===== src/core/mis_pkg.sv =====
// Constants and types shared by the maskable interrupt sequencer.
package mis_pkg;
  localparam int          MIS_N_MASK       = 13;
  localparam logic [7:0]  MIS_OFS_PEND     = 8'h00;
  localparam logic [7:0]  MIS_OFS_ENA      = 8'h04;
  localparam logic [7:0]  MIS_OFS_STAT     = 8'h08;
  localparam logic [7:0]  MIS_OFS_VEC      = 8'h0C;
  localparam logic [12:0] MIS_PEND_RST     = 13'h0000;
  localparam logic [12:0] MIS_ENA_RST      = 13'h0000;
  localparam int          MIS_STAT_GIE     = 0;
  localparam int          MIS_STAT_TRAP    = 1;
  localparam int          MIS_STAT_ACK     = 2;
  localparam logic [2:0]  MIS_ACK_CYCLES   = 3'h7;
  localparam logic [2:0]  MIS_PUSH_CYCLE   = 3'h1;
  localparam logic [14:0] MIS_SERVICE_ADDR = 15'h00FF;
  localparam logic [3:0]  MIS_SLOT_TRAP    = 4'hF;
  localparam logic [3:0]  MIS_SLOT_TOPMASK = 4'hD;
  localparam logic [3:0]  MIS_SLOT_DEFAULT = 4'h0;
  localparam logic [1:0]  MIS_RESP_OKAY    = 2'h0;
  localparam logic [1:0]  MIS_RESP_DECERR  = 2'h3;
  typedef enum {MIS_IDLE, MIS_ACK} mis_state_t;
endpackage


===== src/core/mis_sequencer.sv =====
// Interrupt pending, enable, arbitration and acknowledge sequencer with an AXI4-Lite register slave.
//
// Chosen here: register access over AXI4-Lite and the placing of the registers.
`timescale 1ns/1ps
// Overview of operation
// - Software trap wins over all requests; default vector slot ranks lowest.
// - Each maskable source has a fixed rank and vector slot.
// - All sources but the trap are maskable, each with enable and pending bit.
// - A source event sets its pending bit regardless of enables.
// - Pending, enable and global enable bits are software readable and writable.
// - Maskable request fires only with enable, global enable, and no non-maskable service.
// - Requests are judged at instruction start; highest rank served, others stay pending.
// - Reset clears all pending bits, enables and the global enable.
// - Enabling a source whose pending bit is set triggers it at once.
// - Acknowledge only at a normally executed instruction start, after any skip.
// - Acknowledge clears the global enable first.
// - Acknowledge pushes the address of the next instruction.
// - Acknowledge loads the program counter with the common service address.
// - Acknowledge takes exactly seven instruction cycles.
// - Return sets global enable, pops the return address, then serves pending requests.
// - Boot ROM execution blocks interrupts but keeps the global enable.
// - Repeated events of an already pending source are not counted.
module mis_sequencer
  import mis_pkg::*;
#(
  parameter int N_MASK = mis_pkg::MIS_N_MASK
) (
  input  wire logic              CLOCK_IN,
  input  wire logic              NRST_IN,
  input  wire logic [7:0]        AWADDR_IN,
  input  wire logic              AWVALID_IN,
  output logic                   AWREADY_OUT,
  input  wire logic [31:0]       WDATA_IN,
  input  wire logic [3:0]        WSTRB_IN,
  input  wire logic              WVALID_IN,
  output logic                   WREADY_OUT,
  output logic [1:0]             BRESP_OUT,
  output logic                   BVALID_OUT,
  input  wire logic              BREADY_IN,
  input  wire logic [7:0]        ARADDR_IN,
  input  wire logic              ARVALID_IN,
  output logic                   ARREADY_OUT,
  output logic [31:0]            RDATA_OUT,
  output logic [1:0]             RRESP_OUT,
  output logic                   RVALID_OUT,
  input  wire logic              RREADY_IN,
  input  wire logic [N_MASK-1:0] SRC_EVENT_IN,
  input  wire logic              TRAP_IN,
  input  wire logic              INSTR_TICK_IN,
  input  wire logic              INSTR_START_IN,
  input  wire logic              SKIP_PENDING_IN,
  input  wire logic [14:0]       NEXT_PC_IN,
  input  wire logic              RETURN_FROM_IRQ_INSTRUCTION_IN,
  input  wire logic              NMI_BUSY_IN,
  input  wire logic              BOOT_ROM_IN,
  output logic                   ACK_BUSY_OUT,
  output logic                   PUSH_STB_OUT,
  output logic [14:0]            PUSH_ADDR_OUT,
  output logic                   PC_LOAD_OUT,
  output logic [14:0]            PC_VALUE_OUT,
  output logic                   POP_STB_OUT,
  output logic [3:0]             VECTOR_SLOT_OUT
);
  import mis_pkg::*;

  // ==========================================================
  // State
  mis_state_t        state_r, state_nxt;
  logic [N_MASK-1:0] pend_r, pend_nxt, ena_r, ena_nxt, active;
  logic              gie_r, gie_nxt, trap_r, trap_nxt;
  logic [2:0]        cnt_r, cnt_nxt;
  logic [3:0]        vec_r, vec_nxt, best_slot;
  logic [14:0]       ret_r, ret_nxt;
  logic              push_r, push_nxt, load_r, load_nxt, pop_r, pop_nxt;
  logic              aw_got_r, aw_got_nxt, w_got_r, w_got_nxt;
  logic [7:0]        aw_addr_r, aw_addr_nxt;
  logic [31:0]       w_data_r, w_data_nxt, wmask, wval;
  logic [3:0]        w_strb_r, w_strb_nxt;
  logic              bvalid_r, bvalid_nxt, rvalid_r, rvalid_nxt;
  logic [1:0]        bresp_r, bresp_nxt, rresp_r, rresp_nxt;
  logic [31:0]       rdata_r, rdata_nxt, rd_word;
  logic              wr_en, qual_mask, qual_trap, take;

  // ==========================================================
  // Arbitration
  assign active    = pend_r & ena_r;
  assign qual_trap = trap_r && !BOOT_ROM_IN;
  assign qual_mask = gie_r && !NMI_BUSY_IN && !BOOT_ROM_IN && (|active);
  assign take      = (state_r == MIS_IDLE) && INSTR_START_IN && !SKIP_PENDING_IN
                     && (qual_trap || qual_mask);
  assign wr_en     = aw_got_r && w_got_r && !bvalid_r;

  // Index 0 is the highest ranked maskable source; ranks are hard wired.
  always_comb begin
    best_slot = MIS_SLOT_DEFAULT;
    for (int i = N_MASK - 1; i >= 0; i--) begin
      if (active[i]) begin
        best_slot = MIS_SLOT_TOPMASK - 4'(i);
      end
    end
    if (trap_r) begin
      best_slot = MIS_SLOT_TRAP;
    end
  end

  always_comb begin
    wmask = {{8{w_strb_r[3]}}, {8{w_strb_r[2]}}, {8{w_strb_r[1]}}, {8{w_strb_r[0]}}};
    wval  = 32'h0000_0000;
    unique case (aw_addr_r)
      MIS_OFS_PEND: wval = 32'(pend_r);
      MIS_OFS_ENA:  wval = 32'(ena_r);
      MIS_OFS_STAT: wval = {31'h0000_0000, gie_r};
      default:      wval = 32'h0000_0000;
    endcase
    wval = (wval & ~wmask) | (w_data_r & wmask);
  end

  always_comb begin
    unique case (ARADDR_IN)
      MIS_OFS_PEND: rd_word = 32'(pend_r);
      MIS_OFS_ENA:  rd_word = 32'(ena_r);
      MIS_OFS_STAT: rd_word = 32'({state_r == MIS_ACK, trap_r, gie_r});
      MIS_OFS_VEC:  rd_word = 32'({vec_r, best_slot});
      default:      rd_word = 32'h0000_0000;
    endcase
  end

  // ==========================================================
  // Next state
  always_comb begin
    state_nxt  = state_r;
    pend_nxt   = pend_r;
    ena_nxt    = ena_r;
    gie_nxt    = gie_r;
    trap_nxt   = trap_r;
    cnt_nxt    = cnt_r;
    vec_nxt    = vec_r;
    ret_nxt    = ret_r;
    push_nxt   = 1'b0;
    load_nxt   = 1'b0;
    pop_nxt    = 1'b0;
    aw_got_nxt = aw_got_r;
    aw_addr_nxt = aw_addr_r;
    w_got_nxt  = w_got_r;
    w_data_nxt = w_data_r;
    w_strb_nxt = w_strb_r;
    bvalid_nxt = bvalid_r && !BREADY_IN;
    bresp_nxt  = bresp_r;
    rvalid_nxt = rvalid_r && !RREADY_IN;
    rresp_nxt  = rresp_r;
    rdata_nxt  = rdata_r;
    if (AWVALID_IN && AWREADY_OUT) begin
      aw_got_nxt  = 1'b1;
      aw_addr_nxt = AWADDR_IN;
    end
    if (WVALID_IN && WREADY_OUT) begin
      w_got_nxt  = 1'b1;
      w_data_nxt = WDATA_IN;
      w_strb_nxt = WSTRB_IN;
    end
    if (wr_en) begin
      aw_got_nxt = 1'b0;
      w_got_nxt  = 1'b0;
      bvalid_nxt = 1'b1;
      bresp_nxt  = MIS_RESP_OKAY;
      unique case (aw_addr_r)
        MIS_OFS_PEND: pend_nxt = wval[N_MASK-1:0];
        MIS_OFS_ENA:  ena_nxt = wval[N_MASK-1:0];
        MIS_OFS_STAT: gie_nxt = wval[MIS_STAT_GIE];
        MIS_OFS_VEC:  bresp_nxt = MIS_RESP_OKAY;
        default:      bresp_nxt = MIS_RESP_DECERR;
      endcase
    end
    if (ARVALID_IN && ARREADY_OUT) begin
      rvalid_nxt = 1'b1;
      rdata_nxt  = rd_word;
      rresp_nxt  = (ARADDR_IN <= MIS_OFS_VEC && ARADDR_IN[1:0] == 2'h0) ? MIS_RESP_OKAY : MIS_RESP_DECERR;
    end
    if (RETURN_FROM_IRQ_INSTRUCTION_IN) begin
      gie_nxt = 1'b1;
      pop_nxt = 1'b1;
    end
    unique case (state_r)
      MIS_IDLE: begin
        if (take) begin
          state_nxt = MIS_ACK;
          gie_nxt   = 1'b0;
          cnt_nxt   = 3'h1;
          vec_nxt   = best_slot;
          ret_nxt   = NEXT_PC_IN;
          if (qual_trap) begin
            trap_nxt = 1'b0;
          end
        end
      end
      MIS_ACK: begin
        if (INSTR_TICK_IN) begin
          cnt_nxt  = cnt_r + 3'h1;
          push_nxt = (cnt_r == MIS_PUSH_CYCLE);
          if (cnt_r == MIS_ACK_CYCLES - 3'h1) begin
            load_nxt  = 1'b1;
            state_nxt = MIS_IDLE;
          end
        end
      end
    endcase
    pend_nxt = pend_nxt | SRC_EVENT_IN;
    trap_nxt = trap_nxt | TRAP_IN;
  end

  // ==========================================================
  // Registers
  always_ff @(posedge CLOCK_IN or negedge NRST_IN) begin
    if (!NRST_IN) begin
      state_r   <= MIS_IDLE;
      pend_r    <= MIS_PEND_RST;
      ena_r     <= MIS_ENA_RST;
      gie_r     <= 1'b0;
      trap_r    <= 1'b0;
      cnt_r     <= 3'h0;
      vec_r     <= MIS_SLOT_DEFAULT;
      ret_r     <= 15'h0000;
      push_r    <= 1'b0;
      load_r    <= 1'b0;
      pop_r     <= 1'b0;
      aw_got_r  <= 1'b0;
      aw_addr_r <= 8'h00;
      w_got_r   <= 1'b0;
      w_data_r  <= 32'h0000_0000;
      w_strb_r  <= 4'h0;
      bvalid_r  <= 1'b0;
      bresp_r   <= MIS_RESP_OKAY;
      rvalid_r  <= 1'b0;
      rresp_r   <= MIS_RESP_OKAY;
      rdata_r   <= 32'h0000_0000;
    end else begin
      state_r   <= state_nxt;
      pend_r    <= pend_nxt;
      ena_r     <= ena_nxt;
      gie_r     <= gie_nxt;
      trap_r    <= trap_nxt;
      cnt_r     <= cnt_nxt;
      vec_r     <= vec_nxt;
      ret_r     <= ret_nxt;
      push_r    <= push_nxt;
      load_r    <= load_nxt;
      pop_r     <= pop_nxt;
      aw_got_r  <= aw_got_nxt;
      aw_addr_r <= aw_addr_nxt;
      w_got_r   <= w_got_nxt;
      w_data_r  <= w_data_nxt;
      w_strb_r  <= w_strb_nxt;
      bvalid_r  <= bvalid_nxt;
      bresp_r   <= bresp_nxt;
      rvalid_r  <= rvalid_nxt;
      rresp_r   <= rresp_nxt;
      rdata_r   <= rdata_nxt;
    end
  end

  // ==========================================================
  // Outputs
  assign AWREADY_OUT     = !aw_got_r && !bvalid_r;
  assign WREADY_OUT      = !w_got_r && !bvalid_r;
  assign BVALID_OUT      = bvalid_r;
  assign BRESP_OUT       = bresp_r;
  assign ARREADY_OUT     = !rvalid_r;
  assign RVALID_OUT      = rvalid_r;
  assign RDATA_OUT       = rdata_r;
  assign RRESP_OUT       = rresp_r;
  assign ACK_BUSY_OUT    = (state_r == MIS_ACK);
  assign PUSH_STB_OUT    = push_r;
  assign PUSH_ADDR_OUT   = ret_r;
  assign PC_LOAD_OUT     = load_r;
  assign PC_VALUE_OUT    = MIS_SERVICE_ADDR;
  assign POP_STB_OUT     = pop_r;
  assign VECTOR_SLOT_OUT = vec_r;
endmodule


===== config.mk =====
export PLATFORM = sky130hd
export DESIGN_NAME = mis_sequencer
export DESIGN_NICKNAME = d
export VERILOG_FILES = /design/src/core/mis_pkg.sv /design/src/core/mis_sequencer.sv
export SDC_FILE = /design/constraint.sdc
export NUM_CORES = 1
export LEC_CHECK = 0
export CAP_MARGIN = 30
export CORE_ASPECT_RATIO = 2
export CORE_MARGIN = 5
export CORE_UTILIZATION = 35
export DETAILED_ROUTE_END_ITERATION = 10
export DONT_BUFFER_PORTS = 1
export GPL_TIMING_DRIVEN = 0
export PLACE_DENSITY = 0.55
export SYNTH_ARGS = -nofsm -noshare
export SYNTH_HDL_FRONTEND = slang
export SYNTH_SLANG_ARGS = --single-unit

===== constraint.sdc =====
create_clock -name CLOCK_IN -period 3.2 [get_ports CLOCK_IN]
set_input_delay 0 -clock CLOCK_IN [delete_from_list [all_inputs] [get_ports CLOCK_IN]]
set_output_delay 0 -clock CLOCK_IN [all_outputs]
set_load 0.1 [all_outputs]

# Word level (Yosys, flattened, before mapping)

Index checks and enable logic that the tools add are counted.

Add/sub/neg operators: 1
Magnitude comparators: 1
Equality and inequality tests: 13
Muxes and demuxes: 47
Bitwise operators: 7
Reductions and logical operators: 40

Operators by type and width:

| cell                                                                              | number |
|---|---|
| 32-bit two-way mux                                                                | 3 |
| 32-bit logical NOT                                                                | 2 |
| 32-bit case mux with 2 select lines                                               | 1 |
| 13-bit case mux with 4 select lines                                               | 1 |
| 4-bit two-way mux                                                                 | 12 |
| 13-bit AND                                                                        | 3 |
| 13-bit case mux with 3 select lines                                               | 1 |
| 32-bit by 1-bit == test with 1-bit output (second input constant)                 | 1 |
| 32-bit by 2-bit == test with 1-bit output (second input constant)                 | 1 |
| 8-bit by 4-bit == test with 1-bit output (second input constant)                  | 4 |
| 13-bit two-way mux                                                                | 2 |
| 13-bit OR                                                                         | 2 |
| 1-bit two-way mux                                                                 | 21 |
| 1-bit logical AND                                                                 | 17 |
| 8-bit by 3-bit == test with 1-bit output (second input constant)                  | 2 |
| 8-bit logical NOT                                                                 | 2 |
| 13-bit NOT                                                                        | 1 |
| 13-bit OR reduction                                                               | 1 |
| 1-bit logical NOT                                                                 | 9 |
| 8-bit by 4-bit less-or-equal comparator with 1-bit output (second input constant) | 1 |
| 2-bit two-way mux                                                                 | 3 |
| 3-bit two-way mux                                                                 | 2 |
| 2-bit != test (second input constant)                                             | 3 |
| 3-bit case mux with 2 select lines                                                | 1 |
| other kinds (10)                                                                  | 13 |

Flip-flop bits (word level): 148
Bits of input ports: 94
Output and inout port bits: 79
Word-level logic and storage cells: 130

# Logic depth before layout (Yosys ltp)

Depth in word-level cells: 16
Mapped depth: 7
Mapped depth without buffers: 5

# Worst setup path after synthesis

Ideal clock, no wire load.

Path kind: reg2reg
From: reg bvalid_r, in the netlist BVALID_OUT
To: reg w_data_r[10]
Setup time: 0.125 ns
Data arrival time: 3.424 ns
Required time: 3.075 ns
Path slack: -0.349 ns
Stages on the path, launching flop included: 6
Buffers on the path: 2
Clock period less this slack: 3.549 ns
Cell sequence: dfrtp_1 -> nor2_1 -> and2_1 -> clkbuf_1 -> buf_1 -> mux2_2

Cells in the longest elaborated chain, start to end: 3

Ends and longest elaborated chain:

| item                     | line                 | text |
|---|---|---|
| start: declaration       | mis_sequencer.sv:79  | `logic bvalid_r, bvalid_nxt, rvalid_r, rvalid_nxt;` |
| start signal: assignment | mis_sequencer.sv:253 | `bvalid_r <= bvalid_nxt;` |
| 1-bit logical NOT        | mis_sequencer.sv:264 | `assign WREADY_OUT = !w_got_r && !bvalid_r;` |
| 1-bit logical AND        | mis_sequencer.sv:264 |  |
| named net WREADY_OUT     | mis_sequencer.sv:36  | `output logic WREADY_OUT,` |
| 1-bit logical AND        | mis_sequencer.sv:156 | `if (WVALID_IN && WREADY_OUT) begin` |
| end signal: assignment   | mis_sequencer.sv:251 | `w_data_r <= w_data_nxt;` |
| end: declaration         | mis_sequencer.sv:77  | `logic [31:0] w_data_r, w_data_nxt, wmask, wval;` |

The timed path passes the listed nets, and every way through them passes these cells.
A chain may end at the register's enable or synchronous reset.

# Worst setup path in the final report

From: reg state_r[0]
To: reg ret_r[13], in the netlist PUSH_ADDR_OUT[13]

Cells in the longest elaborated chain, start to end: 5
Elaborated cells between the ends (all ways): 6
Classes of those cells: reduce/logical (6)

Ends and longest elaborated chain:

| item                                     | line                 | text |
|---|---|---|
| start: declaration                       | mis_sequencer.sv:68  | `mis_state_t state_r, state_nxt;` |
| start signal: assignment                 | mis_sequencer.sv:237 | `state_r <= state_nxt;` |
| 32-bit logical NOT                       | mis_sequencer.sv:89  | `assign take = (state_r == MIS_IDLE) && INSTR_START_IN && !SKIP_PENDING_IN` |
| 1-bit logical AND (2 in a row)           | mis_sequencer.sv:89  |  |
| 1-bit logical AND                        | mis_sequencer.sv:90  | `&& (qual_trap \|\| qual_mask);` |
| 2-bit AND reduction (no source line) (*) | -                    |  |
| end signal: assignment                   | mis_sequencer.sv:244 | `ret_r <= ret_nxt;` |
| end: declaration                         | mis_sequencer.sv:73  | `logic [14:0] ret_r, ret_nxt;` |

Every way passes the cells marked *; elsewhere a longest branch is shown, timed or not.

==> impl_metrics.env <==
export IMPL_worst_pin_slew_ps=996
export IMPL_synth_edf_count=0
export IMPL_required_ps=3420
export IMPL_cp_max_fo=10
export IMPL_start_util_pct=35.4
export IMPL_setup_tns_ps=0
export IMPL_power_sequential_fraction_pct=49.5
export IMPL_maxSlewHeadroom_pct=33.6
export IMPL_fp_dieH_um=174
export IMPL_p_int_uw=2960
export IMPL_cts_root_buf="clkbuf_16"
export IMPL_async_flop_share_pct=100
export IMPL_crit_path_top_delay_cell="a31oi_2"
export IMPL_startpoint_type="flop"
export IMPL_grt_usage_pct=15.9
export IMPL_path_clk_slew_ps=70
export IMPL_switchingPower_uw=2860
export IMPL_synthFlopType="dfrtp_1"
export IMPL_core_area_sq_um=13400
export IMPL_post_route_util_pct=45.1
export IMPL_comb_power_share_pct=33.5
export IMPL_post_cts_setup_buffer_count=0
export IMPL_clkPwrFrac_pct=17.0
export IMPL_antenna_found_initial=0
export IMPL_powerDensity_nw_per_um2=966
export IMPL_synth_area_sq_um=4730
export IMPL_cts_buffers_inserted=9
export IMPL_synth_cell_types=48
export IMPL_syn_avg_cell_area_sq_um=10.5
export IMPL_cap_viol_max_count=0
export IMPL_viasPerCell=4.99
export IMPL_holdPathEnd="VECTOR_SLOT_OUT[0]"
export IMPL_fp_dieW_um=92.2
export IMPL_vias=3584
export IMPL_switching_share_pct=49.1
export IMPL_maxSlewViolCount=0
export IMPL_cp_arrival_ps=2900
export IMPL_path_buf_inv=2
export IMPL_ctsHoldBuffers=61
export IMPL_gp_congestion=0.875
export IMPL_grt_setup_unrepaired="no"
export IMPL_clock_latency_ps=350
export IMPL_placed_area_sq_um=5100
export IMPL_synthCells=450
export IMPL_ys_warn_count=0
export IMPL_rows=60
export IMPL_r2r_cells=6
export IMPL_wirelength_um=12500
export IMPL_total_power_uw=5820
export IMPL_ys_seq_elements=96
export IMPL_r2r_start="state_r[0]"
export IMPL_path_cells="buf_16 > nor4b_2 > o21ai_0 > a31oi_2 > buf_4 > mux2_2"
export IMPL_first_pass_iters=6
export IMPL_grt_pass1_wl_um=20100
export IMPL_finalClockSkew_ps=7.07
export IMPL_cts_sinks=96
export IMPL_ir_drop_mv=0.698
export IMPL_drive_above_1_share_pct=21.0
export IMPL_synth_seq_area_share_pct=50.8
export IMPL_status="finished, final reports clean"
export IMPL_diodes=0
export IMPL_critPathMaxStageDelay_ps=530
export IMPL_gr_total_overflow=0
export IMPL_setup_viol=0
export IMPL_p_leak_uw=0.00261
export IMPL_nNetsFinal=655
export IMPL_tritoncts="done"
export IMPL_drc=0
export IMPL_worst_r2r_setup_slack_ps=530
export IMPL_r2r_end="PUSH_ADDR_OUT[13]"
export IMPL_grt_pass1_vias=3859
export IMPL_crit_type="flop to flop"
export IMPL_ioPinCount=173
export IMPL_hp_class="primary input to flop"
export IMPL_critPathTopFamily="compound AO/OA/AOI/OAI gates"
export IMPL_end_kind="flop"
export IMPL_holdPathStages=4
export IMPL_place_hpwl_um=9580
export IMPL_dieArea_sq_um=16100
export IMPL_grt_max_degree=97
export IMPL_wl_per_cell_um=17.4
export IMPL_cts_htree_levels=3
export IMPL_max_freq_mhz=374
export IMPL_hold_viol=0
export IMPL_crit_start="state_r[0]"
export IMPL_cts_max_path_buffers=2
export IMPL_stdcell_area_sq_um=6030
export IMPL_area_delta_synth_final_pct=27.5
export IMPL_ant_nets=0
export IMPL_period_needed_ps=2670
export IMPL_hp_start="NMI_BUSY_IN"
export IMPL_cts_resized=0
export IMPL_period_share_pct=83.5
export IMPL_first_iter_violations=138
export IMPL_port_buffers=0
routing by layer:
layer	vias to the layer above	global-route usage (%)	wire length [um]
met3	22	3.59	726
li1	1738	-	-
met1	1708	16.2	4480
met4	0	6.33	299
met2	116	30.6	7000
met5	-	0	0
sequential cells by signal (all words and copies together) (netlist names), 2 cells and up:
register,count
PUSH_ADDR_OUT,15
RDATA_OUT,13
ena_r,13
pend_r,13
w_data_r,13
aw_addr_r,8
VECTOR_SLOT_OUT,4
cnt_r,3
w_strb_r,2
Yosys cell counts, drive strengths merged, types with 2 or more instances:
library cell / n / area [sq um]
a211oi: 4 / 30.0
a21oi: 38 / 190
a221oi: 2 / 17.5
a22o: 2 / 17.5
a22oi: 16 / 120
a31oi: 3 / 25.0
a32o: 2 / 20.0
and2: 4 / 25.0
and3: 3 / 18.8
buf: 43 / 305
clkbuf: 12 / 45.0
conb: 2 / 7.51
dfrtp: 96 / 2400
ha: 3 / 37.5
inv: 8 / 30.0
mux2: 51 / 574
mux2i: 13 / 130
nand2: 30 / 113
nand3: 5 / 25.0
nor2: 47 / 176
nor2b: 5 / 31.3
nor3: 19 / 100
nor4b: 2 / 23.8
o21ai: 19 / 95.1
o22a: 2 / 17.5
or4: 2 / 15.0
metrics by stage:
stage | instances | setup slack, ps | hold slack [ps]
after detailed placement | 640 | 464 | -293
final | 718 | 528 | 16.5
after global routing | 718 | 370 | 45.3
after floorplan | 482 | 150 | -296
after global placement | 637 | -156 | -293
after CTS | 717 | 445 | 11.8
area by class of cell:
type / count / area (sq um)
clock inverter: 5 / 33.8
sequential: 96 / 2400
buffer: 55 / 350
tap: 155 / 194
fill: 1301 / 7340
multi-input combinational: 323 / 2070
inverter: 8 / 30.0
timing repair buffer: 65 / 713
clock buffer: 11 / 233
cells by family after synthesis:
group / synth area share, %
buffers and inverters: 8.05
DFF: 50.8
other: 0.159
muxes: 14.9
xor gates and xnor gates: 0.185
and+or+nand+nor: 12.3
adders and majority gates: 0.794
AOI/OAI and AO/OA: 12.8
worst max path at each step:
stage	endpoint	cells after the start	slack, ps
final	PUSH_ADDR_OUT[13]	6	530
after global routing	PUSH_ADDR_OUT[13]	6	370
after CTS	PUSH_ADDR_OUT[13]	6	450
after detailed placement	PUSH_ADDR_OUT[13]	6	460
after global placement	w_strb_r[1]	5	-160
after floorplan	w_data_r[10]	5	150
placed cells by master, fill, tap and decap left out, types with 2 or more instances in the layout:
cell / Yosys / final
dfrtp_1: 96 / 96
dlygate4sd3_1: 0 / 60
mux2_2: 51 / 51
nor2_1: 47 / 45
a21oi_1: 38 / 38
buf_4: 37 / 37
conb_1: 2 / 34
nand2_1: 30 / 30
o21ai_0: 19 / 19
nor3_1: 18 / 18
a22oi_1: 16 / 16
clkbuf_1: 12 / 14
mux2i_1: 13 / 13
clkbuf_16: 0 / 9
inv_1: 8 / 8
nand3_1: 5 / 5
nor2b_1: 5 / 5
and2_1: 4 / 4
buf_2: 4 / 4
a211oi_1: 4 / 4
and3_1: 3 / 3
ha_1: 3 / 3
buf_16: 0 / 3
o22a_1: 2 / 2
nor2_2: 0 / 2
a22o_1: 2 / 2
buf_1: 2 / 2
or4_1: 2 / 2
a221oi_1: 2 / 2
a32o_1: 2 / 2
a31oi_1: 2 / 2
clkinv_2: 0 / 2
clkinvlp_4: 0 / 2
buf_8: 0 / 2
worst min-delay path: stages:
cell and delay (ps):
nor2b_1 40, nand4_1 100, a31oi_1 50, a21oi_1 130
power groups by stage:
| stage | clock network (uW) | logic (uW) | registers [uW] |
|---|---|---|---|
| after floorplan | 0 | 1430 | 2870 |
| after global placement | 0 | 1620 | 2970 |
| after detailed placement | 0 | 1790 | 2950 |
| after CTS | 1020 | 1890 | 2930 |
| after global routing | 1060 | 2120 | 2940 |
| final | 987 | 1950 | 2880 |
Power figures use the tool's default switching activity.
